===== config.mk =====
export PLATFORM = sky130hd
export DESIGN_NAME = msbu_branch_unit
export DESIGN_NICKNAME = d
export VERILOG_FILES = /design/src/msbu_pkg.sv /design/src/msbu_branch_unit.sv
export SDC_FILE = /design/constraint.sdc
export NUM_CORES = 1
export LEC_CHECK = 0
export ABC_AREA = 1
export BUFFER_PORTS_ARGS = -buffer_cell sky130_fd_sc_hd__clkbuf_2
export CELL_PAD_IN_SITES_DETAIL_PLACEMENT = 1
export CELL_PAD_IN_SITES_GLOBAL_PLACEMENT = 2
export CORE_MARGIN = 4
export CORE_UTILIZATION = 30
export DETAILED_ROUTE_END_ITERATION = 8
export PLACE_DENSITY = 0.84
export SLEW_MARGIN = 20
export SYNTH_ARGS = -nofsm -noshare
export SYNTH_HDL_FRONTEND = slang
export SYNTH_SLANG_ARGS = --single-unit
export TNS_END_PERCENT = 20

===== constraint.sdc =====
create_clock -name clock -period 5.2 [get_ports clock]
set_clock_uncertainty 0.15 [all_clocks]
set_input_delay 1.3 -clock clock [delete_from_list [all_inputs] [get_ports clock]]
set_output_delay 1.3 -clock clock [all_outputs]
set_load 0.02 [all_outputs]

===== src/msbu_pkg.sv =====
// Constants, encodings and state types shared by the microsequencer branch unit.
package msbu_pkg;

    // Microinstruction word and field layout.
    localparam int unsigned MSBU_IW = 20;
    localparam int unsigned MSBU_OP_LSB = 16;
    localparam int unsigned MSBU_COND_LSB = 13;
    localparam int unsigned MSBU_PAGE_LSB = 11;
    localparam int unsigned MSBU_SRC_BIT = 8;
    localparam int unsigned MSBU_FUNC_LSB = 4;
    localparam int unsigned MSBU_SEL_LSB = 0;
    localparam int unsigned MSBU_OFS_LSB = 0;
    localparam int unsigned MSBU_IMM_LSB = 0;

    // Widths of the sequencer state.
    localparam int unsigned MSBU_PC_W = 11;
    localparam int unsigned MSBU_MAR_W = 10;
    localparam int unsigned MSBU_PADS = 16;

    // Operation codes.
    localparam logic [3:0] MSBU_OP_NOP = 4'h0;
    localparam logic [3:0] MSBU_OP_NO_DEST = 4'h1;
    localparam logic [3:0] MSBU_OP_ADDR_INC = 4'h2;
    localparam logic [3:0] MSBU_OP_ADDR_OFS = 4'h3;
    localparam logic [3:0] MSBU_OP_ADDR_PAGE = 4'h4;
    localparam logic [3:0] MSBU_OP_IMM_BR = 4'h5;
    localparam logic [3:0] MSBU_OP_COMP_BR = 4'h6;
    localparam logic [3:0] MSBU_OP_COMPARE = 4'h7;

    // Branch conditions.
    localparam logic [2:0] MSBU_C_ALWAYS = 3'h0;
    localparam logic [2:0] MSBU_C_CARRY = 3'h1;
    localparam logic [2:0] MSBU_C_ZERO = 3'h2;
    localparam logic [2:0] MSBU_C_B0 = 3'h3;
    localparam logic [2:0] MSBU_C_B1 = 3'h4;
    localparam logic [2:0] MSBU_C_B4 = 3'h5;
    localparam logic [2:0] MSBU_C_B7 = 3'h6;

    // ALU functions; A is the scratch pad word, B is the memory word or branch register.
    localparam logic [3:0] MSBU_F_ADD = 4'h0;
    localparam logic [3:0] MSBU_F_SUB = 4'h1;
    localparam logic [3:0] MSBU_F_INC = 4'h2;
    localparam logic [3:0] MSBU_F_DEC = 4'h3;
    localparam logic [3:0] MSBU_F_AND = 4'h4;
    localparam logic [3:0] MSBU_F_OR = 4'h5;
    localparam logic [3:0] MSBU_F_XOR = 4'h6;
    localparam logic [3:0] MSBU_F_ORNOT = 4'h7;
    localparam logic [3:0] MSBU_F_PASS_A = 4'h8;
    localparam logic [3:0] MSBU_F_PASS_B = 4'h9;

    localparam logic [7:0] MSBU_ALL_ONES = 8'hFF;

    // Register byte addresses.
    localparam logic [11:0] MSBU_A_CTRL = 12'h000;
    localparam logic [11:0] MSBU_A_STATUS = 12'h004;
    localparam logic [11:0] MSBU_A_MAR = 12'h008;
    localparam logic [11:0] MSBU_A_BRANCH = 12'h00C;
    localparam logic [11:0] MSBU_A_PC = 12'h010;
    localparam logic [5:0] MSBU_A_PAD_HI = 6'h01;
    localparam int unsigned MSBU_CTRL_RUN = 0;
    localparam int unsigned MSBU_CTRL_STEP = 1;
    localparam int unsigned MSBU_STAT_PC_LSB = 16;

    // Reset values.
    localparam logic [10:0] MSBU_PC_RST = 11'h000;
    localparam logic [9:0] MSBU_MAR_RST = 10'h000;
    localparam logic [7:0] MSBU_BYTE_RST = 8'h00;

    typedef enum logic [1:0] {
        MSBU_HALT = 2'b00,
        MSBU_RUN = 2'b01,
        MSBU_STEP = 2'b11
    } msbu_mode_t;

    typedef struct packed {
        msbu_mode_t mode;
        logic [MSBU_PC_W-1:0] pc;
        logic [MSBU_MAR_W-1:0] mar;
        logic [7:0] breg;
        logic carry;
        logic zero;
        logic [MSBU_PADS-1:0][7:0] pad;
        logic [31:0] prdata;
        logic pslverr;
    } msbu_state_t;

endpackage


===== src/msbu_branch_unit.sv =====
// Microsequencer slice: flag tests, address register, immediate and computed branches.
//
// Overview of operation
// - Test op computes ALU on branch_reg or memory word and pad; zero set when result is FFh.
// - Logic and pass-through ALU functions leave the carry flag alone.
// - Add or increment with carry out sets the carry flag.
// - Subtract or decrement producing a borrow clears the carry flag.
// - Test op writes neither branch_reg nor the scratch pad, only flags.
// - scratch_sel picks one of sixteen scratch pad words.
// - Address increment adds one to the memory address register.
// - Offset load writes an 8-bit immediate into address bits 7 to 0.
// - Page load writes two bits into address bits 9 and 8.
// - Immediate branch takes page from bits 12:11, offset from bits 8:0.
// - Unconditional immediate branch loads the program counter with the target.
// - Conditional immediate branch jumps on carry, zero or bits 0,1,4,7; else advances.
// - Memory-sourced computed branch offset is ALU of memory word and pad word.
// - Computed branch page comes from the 2-bit cstore_page_sel field.
// - Computed branches change no data, pad, branch_reg or flag.
// - Conditional computed branch jumps only when set; otherwise counter plus one.
// - Computed branch conditions: carry, zero, branch_reg bits 0, 1, 4, 7.
// - Register-sourced computed branch uses ALU of branch_reg and pad word.
// - Compare sets zero on equality and carry when B is below the pad word.
`timescale 1ns/1ps

module msbu_branch_unit (
    // Clock and reset.
    input wire logic clock,
    input wire logic rst,
    // APB register port.
    input wire logic psel,
    input wire logic penable,
    input wire logic pwrite,
    input wire logic [11:0] paddr,
    input wire logic [31:0] pwdata,
    output logic [31:0] prdata,
    output logic pready,
    output logic pslverr,
    // Control store.
    output logic [msbu_pkg::MSBU_PC_W-1:0] cstore_addr,
    input wire logic [msbu_pkg::MSBU_IW-1:0] cstore_data,
    // Data memory read port.
    output logic [msbu_pkg::MSBU_MAR_W-1:0] mem_addr,
    input wire logic [7:0] mem_rdata,
    // Status.
    output logic running
);
    import msbu_pkg::*;

    msbu_state_t st;
    msbu_state_t next_st;

    logic [3:0] op;
    logic [2:0] cond;
    logic [3:0] func;
    logic [3:0] scratch_sel;
    logic [1:0] cstore_page_sel;
    logic memory_source;
    logic [7:0] a_op;
    logic [7:0] b_op;
    logic [8:0] res9;
    logic arith;
    logic carry_new;
    logic cond_true;
    logic exec;
    logic [MSBU_PC_W-1:0] seq_pc;
    logic [MSBU_PC_W-1:0] imm_target;
    logic [MSBU_PC_W-1:0] comp_target;
    logic setup;
    logic access;
    logic in_pad;
    logic [3:0] pad_idx;
    logic [31:0] rd_val;
    logic rd_err;

    always_comb begin
        op = cstore_data[MSBU_OP_LSB +: 4];
        cond = cstore_data[MSBU_COND_LSB +: 3];
        func = cstore_data[MSBU_FUNC_LSB +: 4];
        scratch_sel = cstore_data[MSBU_SEL_LSB +: 4];
        cstore_page_sel = cstore_data[MSBU_PAGE_LSB +: 2];
        memory_source = cstore_data[MSBU_SRC_BIT];
        a_op = st.pad[scratch_sel];
        b_op = memory_source ? mem_rdata : st.breg;
        arith = 1'b0;
        carry_new = st.carry;
        case (func)
            MSBU_F_ADD: begin
                res9 = {1'b0, b_op} + {1'b0, a_op};
                arith = 1'b1;
                carry_new = res9[8];
            end
            MSBU_F_INC: begin
                res9 = {1'b0, b_op} + 9'h001;
                arith = 1'b1;
                carry_new = res9[8];
            end
            MSBU_F_SUB: begin
                res9 = {1'b0, b_op} - {1'b0, a_op};
                arith = 1'b1;
                carry_new = ~res9[8];
            end
            MSBU_F_DEC: begin
                res9 = {1'b0, b_op} - 9'h001;
                arith = 1'b1;
                carry_new = ~res9[8];
            end
            MSBU_F_AND: res9 = {1'b0, a_op & b_op};
            MSBU_F_OR: res9 = {1'b0, a_op | b_op};
            MSBU_F_XOR: res9 = {1'b0, a_op ^ b_op};
            MSBU_F_ORNOT: res9 = {1'b0, a_op | ~b_op};
            MSBU_F_PASS_A: res9 = {1'b0, a_op};
            MSBU_F_PASS_B: res9 = {1'b0, b_op};
            default: res9 = {1'b0, b_op};
        endcase
        case (cond)
            MSBU_C_ALWAYS: cond_true = 1'b1;
            MSBU_C_CARRY: cond_true = st.carry;
            MSBU_C_ZERO: cond_true = st.zero;
            MSBU_C_B0: cond_true = st.breg[0];
            MSBU_C_B1: cond_true = st.breg[1];
            MSBU_C_B4: cond_true = st.breg[4];
            MSBU_C_B7: cond_true = st.breg[7];
            default: cond_true = 1'b0;
        endcase
        seq_pc = st.pc + 11'h001;
        imm_target = {cstore_data[MSBU_PAGE_LSB +: 2], cstore_data[MSBU_OFS_LSB +: 9]};
        comp_target = {cstore_page_sel, 1'b0, res9[7:0]};
    end

    // APB decode and read data; the read value is captured in the setup cycle.
    always_comb begin
        setup = psel & ~penable;
        access = psel & penable;
        in_pad = (paddr[11:6] == MSBU_A_PAD_HI) && (paddr[1:0] == 2'b00);
        pad_idx = paddr[5:2];
        rd_err = 1'b0;
        rd_val = 32'h0000_0000;
        if (in_pad) begin
            rd_val[7:0] = st.pad[pad_idx];
        end else begin
            case (paddr)
                MSBU_A_CTRL: begin
                    rd_val[MSBU_CTRL_RUN] = (st.mode == MSBU_RUN);
                    rd_val[MSBU_CTRL_STEP] = (st.mode == MSBU_STEP);
                end
                MSBU_A_STATUS: begin
                    rd_val[0] = st.zero;
                    rd_val[1] = st.carry;
                    rd_val[MSBU_STAT_PC_LSB +: MSBU_PC_W] = st.pc;
                end
                MSBU_A_MAR: rd_val[MSBU_MAR_W-1:0] = st.mar;
                MSBU_A_BRANCH: rd_val[7:0] = st.breg;
                MSBU_A_PC: rd_val[MSBU_PC_W-1:0] = st.pc;
                default: rd_err = 1'b1;
            endcase
        end
    end

    always_comb begin
        next_st = st;
        exec = (st.mode == MSBU_RUN) || (st.mode == MSBU_STEP);
        if (exec) begin
            next_st.pc = seq_pc;
            if (st.mode == MSBU_STEP) begin
                next_st.mode = MSBU_HALT;
            end
            case (op)
                MSBU_OP_NO_DEST: begin
                    // Only flags change here; branch_reg and pad stay.
                    next_st.zero = (res9[7:0] == MSBU_ALL_ONES);
                    if (arith) begin
                        next_st.carry = carry_new;
                    end
                end
                MSBU_OP_ADDR_INC: begin
                    next_st.mar = st.mar + 10'h001;
                end
                MSBU_OP_ADDR_OFS: begin
                    next_st.mar[7:0] = cstore_data[MSBU_IMM_LSB +: 8];
                end
                MSBU_OP_ADDR_PAGE: begin
                    next_st.mar[9:8] = cstore_data[MSBU_IMM_LSB +: 2];
                end
                MSBU_OP_IMM_BR: begin
                    if (cond_true) begin
                        next_st.pc = imm_target;
                    end
                end
                MSBU_OP_COMP_BR: begin
                    // No data, pad, branch_reg or flag is written on this path.
                    if (cond_true) begin
                        next_st.pc = comp_target;
                    end
                end
                MSBU_OP_COMPARE: begin
                    next_st.zero = (b_op == a_op);
                    next_st.carry = (b_op < a_op);
                end
                default: begin
                end
            endcase
        end
        if (setup) begin
            next_st.prdata = rd_err ? 32'h0000_0000 : rd_val;
            next_st.pslverr = rd_err;
        end
        // Software writes take precedence over execution in the same cycle.
        if (access && pwrite && !st.pslverr) begin
            if (in_pad) begin
                next_st.pad[pad_idx] = pwdata[7:0];
            end else begin
                case (paddr)
                    MSBU_A_CTRL: begin
                        if (pwdata[MSBU_CTRL_RUN]) begin
                            next_st.mode = MSBU_RUN;
                        end else if (pwdata[MSBU_CTRL_STEP]) begin
                            next_st.mode = MSBU_STEP;
                        end else begin
                            next_st.mode = MSBU_HALT;
                        end
                    end
                    MSBU_A_STATUS: begin
                        next_st.zero = pwdata[0];
                        next_st.carry = pwdata[1];
                    end
                    MSBU_A_MAR: next_st.mar = pwdata[MSBU_MAR_W-1:0];
                    MSBU_A_BRANCH: next_st.breg = pwdata[7:0];
                    MSBU_A_PC: next_st.pc = pwdata[MSBU_PC_W-1:0];
                    default: begin
                    end
                endcase
            end
        end
    end

    always_ff @(posedge clock) begin
        if (rst) begin
            st.mode <= MSBU_HALT;
            st.pc <= MSBU_PC_RST;
            st.mar <= MSBU_MAR_RST;
            st.breg <= MSBU_BYTE_RST;
            st.carry <= 1'b0;
            st.zero <= 1'b0;
            st.pad <= '0;
            st.prdata <= 32'h0000_0000;
            st.pslverr <= 1'b0;
        end else begin
            st <= next_st;
        end
    end

    assign prdata = st.prdata;
    assign pslverr = st.pslverr & psel & penable;
    assign pready = psel & penable;
    assign cstore_addr = st.pc;
    assign mem_addr = st.mar;
    assign running = (st.mode != MSBU_HALT);

endmodule // msbu_branch_unit


==> results of run 1 <==
==> per-layer routing <==
layer,track usage,vias to the layer above,routed length [microns]
met4,0.0588,0,1100
met1,0.307,6538,23400
met3,0.0300,58,2480
met5,0,-,0
li1,-,6370,-
met2,0.369,314,24200
==> area by class of cell <==
type	count	area (sq um)	share of cell area
Inverter	254	956	0.0706
Multi-Input combinational cell	1323	6880	0.508
Tap cell	532	666	0.0492
Clock inverter	14	161	0.0119
Sequential cell	184	3680	0.272
Clock buffer	18	429	0.0317
Timing Repair Buffer	130	768	0.0567
==> synthesized netlist by cell type, drive strengths merged, types with 2 or more instances <==
| cell | number | area, sq um |
|---|---|---|
| o22ai | 44 | 275 |
| nand3 | 161 | 811 |
| o32ai | 2 | 17.5 |
| nor4 | 3 | 40.0 |
| a41oi | 6 | 52.6 |
| nor2 | 130 | 551 |
| o21ai | 240 | 1230 |
| a21oi | 213 | 1070 |
| a221oi | 8 | 70.1 |
| dfxtp | 184 | 3680 |
| clkbuf | 55 | 206 |
| nand4 | 12 | 81.3 |
| nor3 | 12 | 81.3 |
| fa | 2 | 40.0 |
| o31ai | 2 | 15.0 |
| buf | 104 | 702 |
| a211o | 5 | 43.8 |
| nand2 | 340 | 1310 |
| xor2 | 8 | 70.1 |
| and3 | 2 | 12.5 |
| a21o | 2 | 15.0 |
| xnor2 | 2 | 17.5 |
| a41o | 2 | 20.0 |
| or2 | 9 | 56.3 |
| ha | 21 | 263 |
| a211oi | 38 | 325 |
| o211ai | 38 | 285 |
| a31oi | 2 | 12.5 |
| nand3b | 3 | 22.5 |
| clkinv | 3 | 11.3 |
| o21bai | 2 | 15.0 |
| inv | 251 | 945 |
==> metrics by stage <==
step | instances | hold WS [ps] | worst slack [ps] | total power (uW) | cell area, sq um
2_1_floorplan | 1920 | 280 | 1210 | 1790 | 12400
3_3_place_gp | 2423 | 291 | 215 | 1990 | 13000
3_5_place_dp | 2423 | 299 | 143 | 2000 | 13000
4_1_cts | 2455 | 312 | 611 | 3350 | 13500
5_1_grt | 2455 | 334 | 264 | 3470 | 13500
6_report | 2455 | 311 | 522 | 3350 | 13500
==> worst max-delay path, stage by stage <==
cell      delay (ps)
clkbuf_2         280
clkinv_1         490
nand3_1          320
nand3_1           90
nand2_1          210
inv_1             90
ha_1             370
inv_1            160
a21oi_1          190
nand2_1          140
a21oi_1          180
nand2_1           70
nand3_1           80
nand3_1          100
o21ai_1          380
nand2_1          100
nand2_1           80
nand3_1           70
nand3_1           80
a21oi_1           60
==> worst paths after layout <==
path | from | endpoint | slack (ps)
max | cstore_data[2] | cstore_addr[6]$_SDFF_PP0_ | 520
min | register | register | 310
max reg2reg | register | cstore_addr[6]$_SDFF_PP0_ | 1650
min reg2reg | register | register | 310
==> cells in the final DEF (no fill, tap or decap), types with 6 or more instances in the layout <==
master / n
a41oi_1: 6
nor2_1: 114
a211oi_2: 8
nand3_1: 160
buf_4: 29
a221oi_1: 8
nor3_1: 9
clkbuf_16: 17
a211oi_1: 30
o211ai_1: 38
nand2_1: 327
ha_1: 21
or2_2: 8
xor2_1: 8
nor2_4: 6
nand4_1: 11
nand2_2: 13
clkbuf_2: 98
o22ai_1: 44
a21oi_1: 213
inv_2: 10
nor2_2: 10
dfxtp_1: 184
o21ai_0: 233
conb_1: 10
inv_1: 240
==> logic make-up (layout without fill, tap and decap cells) <==
logic type,Yosys count,in the layout
compound gates,608,608
xor+xnor,10,10
fa+ha+maj,23,23
buf+inv,413,416
flops,184,184
other cells,1,10
simple gates,672,672
==> power groups by stage <==
stage	logic [uW]	registers, uW	clock network [uW]
finish	565	1410	1370
global route	620	1410	1440
CTS	557	1410	1380
detailed placement	555	1440	0
global placement	544	1440	0
floorplan	353	1440	0
==> impl_metrics.ini, run 1 <==
[timing]
rsz0062_at_grt = false
slew_viol_final = 0
min_period_ps = 4680
hold_viol_final = 0
maxSlewHeadroom = 0.330
max_slew.worst_pin.slew_ps = 1000
final-setup-viol-count = 0
timing.final.crit_share = 0.900
tns_ps = 0
fmax_mhz = 214

[cts]
cts_tree = yes
cts.sinks = 184
h-tree-depth = 4
ctsHoldBuffers = 0
root_buffer = clkbuf_16
postCtsResizedCells = 0
cts_setup_buffers = 0
numCtsBuffers = 17
cts_buffer_depth = 2
insertion_delay_ps = 460
clk_pin_slew_ps = 80

[floorplanning]
dieHeight_microns = 211
io_pins = 133
start_util = 0.303
design.core.area_sq_um = 40800
fp.dieW_microns = 211
dieArea_sq_um = 44600
rows = 74

[power_and_ir_drop]
comb_power_share = 0.169
switching_share = 0.329
power_density_nw_per_um2 = 247
leakagePower_uw = 0.00534
seqPwrFrac = 0.421
internal_power_uw = 2240
power_frac_clock = 0.410
ir_drop_mv = 0.256
p_sw_uw = 1100

[job]
drv_cap = 0

[worst_setup_path]
crit_path_max_fanout = 11
critical_path_class = input port to register
r2r_cells = 21
end_kind = register
crit_arrival_ps = 4870
worst_ep_required_time_ps = 5390
worst_setup_path_start_kind = input port

[logic_synthesis]
synth-edff-count = 0
synthesis.area_sq_um = 12400
synthCells = 1911
yosys.area_share.simple = 0.239
yosysUniqueCellTypes = 55
syn_area_per_cell_sq_um = 6.48
async_flop_share = 0
synth_mux_area_frac = 0
synth-compound-area-share = 0.281
synthAdderAreaFrac = 0.0244
yosysSeqAreaShare = 0.297
yosysWarnings = 0
synth_top_family_by_area = compound AO/OA/AOI/OAI gates
ys_ff_latch = 184
synth_xor_area_frac = 0.00707
yosys_most_used_dff = dfxtp_1

[global_routing]
gr-total-overflow = 0
grt_pass1_wl_mm = 78.1
grt_max_degree = 105
antenna_found_initial = 0
grt_pass1_vias = 13100
grt_usage = 0.223

[cells_and_area]
num_antenna_cells = 0
drive_gt1_frac = 0.119
area_delta_synth_final_pct = 9.35
fillers = 5262
final_util = 0.332
nets = 2010

[detailed_routing]
wl_mm = 51.2
drc_errors = 0
ant_nets = 0
first_iter_violations = 1006
vias = 13300
wl_per_cell_microns = 20.9
first_pass_iters = 5
vias_per_cell = 5.41

[place]
hpwl_mm = 36.1
io_buffers = 99
place_congestion = 0.935

[min_path]
min_path_cells = 2
hold_class = register to register

[outcome]
status = finished, final reports clean
(Power assumes the default switching activity.)
==> inputs of run 2 (changes only) <==
--- a/config.mk
+++ b/config.mk
@@ -13,6 +13,7 @@
 export CORE_UTILIZATION = 30
 export DETAILED_ROUTE_END_ITERATION = 8
 export PLACE_DENSITY = 0.84
+export RECOVER_POWER = 50
 export SLEW_MARGIN = 20
 export SYNTH_ARGS = -nofsm -noshare
 export SYNTH_HDL_FRONTEND = slang
==> impl_metrics.ini, run 2 (synthesis gave the netlist of run 1 again) <==
[outcome]
status = complete, but fails checks
violations = capacitance limit, slew limit

[global_routing]
grt_pass1_wl_mm = 78.1
gr-total-overflow = 0
grt_pass1_vias = 13100
antenna_found_initial = 0
grt_usage = 0.223
grt_max_degree = 105

[place]
hpwl_mm = 36.1
place_congestion = 0.935
io_buffers = 99

[worst_setup_path]
path_buf_inv = 4
cp_cell_sequence = clkbuf_2, clkinv_1, nand3_1, nand3_1, nand2_1, inv_1, ha_1, inv_1, a21oi_1, nand2_1, a21oi_1, nand2_1, nand3_1, nand3_1, o21ai_1, nand2_1, nand2_1, nand3_1, nand3_1, a21oi_1
crit_arrival_ps = 4840
cpLargestDelayFamily = simple AND/OR/NAND/NOR gates
critPathSlowestCell = clkinv_1
slowest_delay_ps = 480
rrSetupSlack_ps = 1650
end_kind = register
r2r-end = cstore_addr[6]$_SDFF_PP0_
worst_ep_required_time_ps = 5390
critical_path_class = input port to register
worst_setup_path_start_kind = input port
crit_path_max_fanout = 11
r2r_cells = 21
crit_path_frequent_cell = nand3_1

[cts]
ctsHoldBuffers = 0
h-tree-depth = 4
root_buffer = clkbuf_16
cts_setup_buffers = 0
cts.sinks = 184
clk_pin_slew_ps = 80
numCtsBuffers = 17
cts_buffer_depth = 2
insertion_delay_ps = 460
cts_tree = yes
postCtsResizedCells = 0

[cells_and_area]
area_delta_synth_final_pct = 8.06
num_antenna_cells = 0
nets = 2010
layout_common_cells = 333 x nand2_1, 241 x inv_1, 233 x o21ai_0
multi_input_area_sq_um = 6800
fillers = 5293
drive_gt1_frac = 0.0816
layout_commonest_cell = nand2_1
regArea_sq_um = 3680

[detailed_routing]
drc_errors = 0
first_iter_violations = 1024
wl_mm = 51.2
first_pass_iters = 5
vias_per_cell = 5.39
ant_nets = 0
wl_per_cell_microns = 20.9
vias = 13200

[floorplanning]
dieHeight_microns = 211
rows = 74
dieArea_sq_um = 44600
io_pins = 133
fp.dieW_microns = 211
design.core.area_sq_um = 40800
start_util = 0.303

[timing]
rsz0062_at_grt = false
max_slew.worst_pin.slew_ps = 2290
final-setup-viol-count = 0
min_period_ps = 4650
hold_viol_final = 0
timing.final.crit_share = 0.893
slew_viol_final = 39
maxSlewHeadroom = -0.525
fmax_mhz = 215
tns_ps = 0

[power_and_ir_drop]
leakagePower_uw = 0.00514
power_density_nw_per_um2 = 249
finalPower_uw = 3340
ir_drop_mv = 0.256

[min_path]
hold_class = register to register
min_path_cells = 2

[job]
drv_cap = 1
## run 2: cell count changes in the layout (fill, tap and decap cells not counted), sizes merged
cell / delta
clkbuf: +4
buf: -4
clkinv: +1
inv: -1
## run 2: report_power, final
part           total [uW]  switching, uW  internal (uW)
sequential           1410          0.285           1410
clock                1370            682            685
combinational         562            411            151
## run 2: layout make-up
| class | instances | area share |
|---|---|---|
| inverter | 254 | 0.0714 |
| timing repair buffer | 130 | 0.0517 |
| multi-input combinational | 1323 | 0.508 |
| tap | 532 | 0.0497 |
| clock buffer | 18 | 0.0321 |
| sequential | 184 | 0.275 |
| clock inverter | 14 | 0.0121 |
## run 2: stage by stage
stage / cells / instance area [sq um] / setup slack (ps) / util / hold slack [ps]
after global placement: 2423 / 13000 / 215 / 0.317 / 291
after detailed placement: 2423 / 13000 / 143 / 0.317 / 299
final: 2455 / 13400 / 555 / 0.328 / 311
after CTS: 2455 / 13500 / 611 / 0.332 / 312
after global routing: 2455 / 13400 / 264 / 0.328 / 334
after floorplan: 1920 / 12400 / 1210 / - / 280
## run 2: metal layers
metal / wire length (microns) / up-vias / global-route usage / part of all wire
met5: 0 / - / 0 / 0
met3: 2660 / 60 / 0.0300 / 0.052
li1: - / 6362 / - / -
met1: 23200 / 6453 / 0.307 / 0.45
met4: 1100 / 0 / 0.0588 / 0.022
met2: 24200 / 359 / 0.369 / 0.47
## run 2: how the worst max path moves through the flow
stage,slack (ps),to,depth (start not counted),from
global route,260,cstore_addr[6]$_SDFF_PP0_,20,cstore_data[2]
floorplan,1210,st[161]$_SDFF_PP0_,21,cstore_data[0]
finish,550,cstore_addr[6]$_SDFF_PP0_,20,cstore_data[2]
global placement,210,cstore_addr[6]$_SDFF_PP0_,20,cstore_data[2]
CTS,610,cstore_addr[6]$_SDFF_PP0_,20,cstore_data[2]
detailed placement,140,cstore_addr[6]$_SDFF_PP0_,20,cstore_data[2]
## run 2: worst min-delay path: stages (launching register included)
cell and delay [ps]:
dfxtp_1 320, inv_1 50, a21oi_1 50
==> inputs of run 3 (changes only) <==
--- a/config.mk
+++ b/config.mk
@@ -6,13 +6,13 @@
 export NUM_CORES = 1
 export LEC_CHECK = 0
 export ABC_AREA = 1
-export BUFFER_PORTS_ARGS = -buffer_cell sky130_fd_sc_hd__clkbuf_2
 export CELL_PAD_IN_SITES_DETAIL_PLACEMENT = 1
 export CELL_PAD_IN_SITES_GLOBAL_PLACEMENT = 2
 export CORE_MARGIN = 4
 export CORE_UTILIZATION = 30
 export DETAILED_ROUTE_END_ITERATION = 8
-export PLACE_DENSITY = 0.84
+export DONT_BUFFER_PORTS = 1
+export PLACE_DENSITY = 0.79
 export RECOVER_POWER = 50
 export SLEW_MARGIN = 20
 export SYNTH_ARGS = -nofsm -noshare
==> impl_metrics.ini, run 3 (synthesis gave the netlist of run 1 again) <==
[outcome]
status = complete, but fails checks
violations = capacitance limit, slew limit

[detailed_routing]
route.met2.wl_mm = 23.5
first_pass_iters = 5
first_iter_violations = 900
top_layer = met4
wl_mm = 49.6
route.met3.wl_mm = 2.75
vias_per_cell = 5.43
ant_nets = 0
drc_errors = 0
vias = 12700
drt-met1-wl_mm = 22.4
wl_per_cell_microns = 21.2

[cts]
cts.sinks = 184
h-tree-depth = 4
numCtsBuffers = 17
insertion_delay_ps = 470
cts_setup_buffers = 0
postCtsResizedCells = 0
clk_pin_slew_ps = 80
cts_buffer_depth = 2
ctsHoldBuffers = 0
cts_tree = yes
root_buffer = clkbuf_16

[timing]
fmax_mhz = 229
slew_viol_final = 34
timing.final.crit_share = 0.838
rsz0062_at_grt = false
hold_viol_final = 0
maxSlewHeadroom = -0.286
max_slew.worst_pin.slew_ps = 1930
min_period_ps = 4360
setup_slack_ps = 842
final-setup-viol-count = 0
tns_ps = 0

[power_and_ir_drop]
leakagePower_uw = 0.00481
ir_drop_mv = 0.219
internal_power_uw = 2230
comb_power_share = 0.140
switching_share = 0.306
seqPwrFrac = 0.439
power_density_nw_per_um2 = 250
power_frac_clock = 0.421
p_sw_uw = 983

[cells_and_area]
layout_commonest_cell = nand2_1
fillers = 5254
num_antenna_cells = 0
area_delta_synth_final_pct = 3.79
regArea_sq_um = 3680
drive_gt1_frac = 0.0541
multi_input_area_sq_um = 6810
fin_area_sq_um = 12900
stdcell_count = 2342
nets = 1897
layout_common_cells = 334 x nand2_1, 241 x inv_1, 233 x o21ai_0

[floorplanning]
io_pins = 133
start_util = 0.303
dieHeight_microns = 211
design.core.area_sq_um = 40800
rows = 74
fp.dieW_microns = 211
dieArea_sq_um = 44600

[place]
place_congestion = 0.906
io_buffers = 0
hpwl_mm = 35.1
placed_area_sq_um = 12300
dp_cells = 2310
pre_cts_slack_ps = 453

[worst_setup_path]
critPathSlowestCell = nor4_1
crit_path_frequent_cell = nor2_1
critical_path_class = input port to register
crit_path_max_fanout = 20
cp_cell_sequence = nor4_1, nand4_1, clkbuf_1, nor2_1, inv_1, nor3_1, nand2_1, nor2_1, a211oi_2
crit_arrival_ps = 4540
worst_setup_path_start_kind = input port
worst_ep_required_time_ps = 5380
end_kind = register
slowest_delay_ps = 850

[min_path]
hold_class = register to register

[job]
drv_cap = 1

[global_routing]
grt_usage = 0.217
grt_max_degree = 100
gr-total-overflow = 0
antenna_found_initial = 1
grt_pass1_vias = 12500
grt_pass1_wl_mm = 75.1
-- run 3: cell types whose count changed in the layout (fill, tap and decap cells not counted), moves of 2 or more --
cell,change
clkinvlp_4,+2
clkbuf_1,-50
clkbuf_2,-49
nor2_1,-3
nor2_2,+2
buf_4,-14
-- run 3: final timing paths --
kind,start,slack (ps),endpoint,depth (start not counted)
worst min register to register,register,310,register,2
worst max register to register,register,1750,cstore_addr[6]$_SDFF_PP0_,21
worst min-delay path,register,310,register,2
worst max-delay path,paddr[11],840,register,9
-- run 3: through the flow --
step                       util  hold slack, ps  power, uW
after global routing      0.315             327       3340
after CTS                 0.317             310       3230
after global placement    0.302             291       1880
after floorplan               -             280       1790
after detailed placement  0.302             298       1890
final                     0.315             308       3210
-- run 3: layout make-up --
cell class                      count  area share
Timing Repair Buffer               17      0.0120
Sequential cell                   184       0.287
Inverter                          254      0.0744
Multi-Input combinational cell   1323       0.530
Clock buffer                       19      0.0345
Tap cell                          532      0.0518
Clock inverter                     13      0.0109
-- run 3: worst max-delay path: cells and delay by family --
kind | cells | cell delay [ps]
AO/OA/AOI/OAI | 1 | 50
AND/OR/NAND/NOR | 6 | 2470
buffers and inverters | 2 | 700
-- run 3: metal layers --
metal,vias up,track usage
li1,6131,-
met1,6220,0.293
met2,295,0.360
met3,69,0.0401
met4,0,0.0516
met5,-,0
-- run 3: power by group through the flow --
stage          sequential, uW  combinational [uW]  clock (uW)
3_3_place_gp             1440                 440           0
2_1_floorplan            1440                 353           0
5_1_grt                  1410                 501        1430
3_5_place_dp             1440                 448           0
6_report                 1410                 450        1350
4_1_cts                  1410                 450        1370
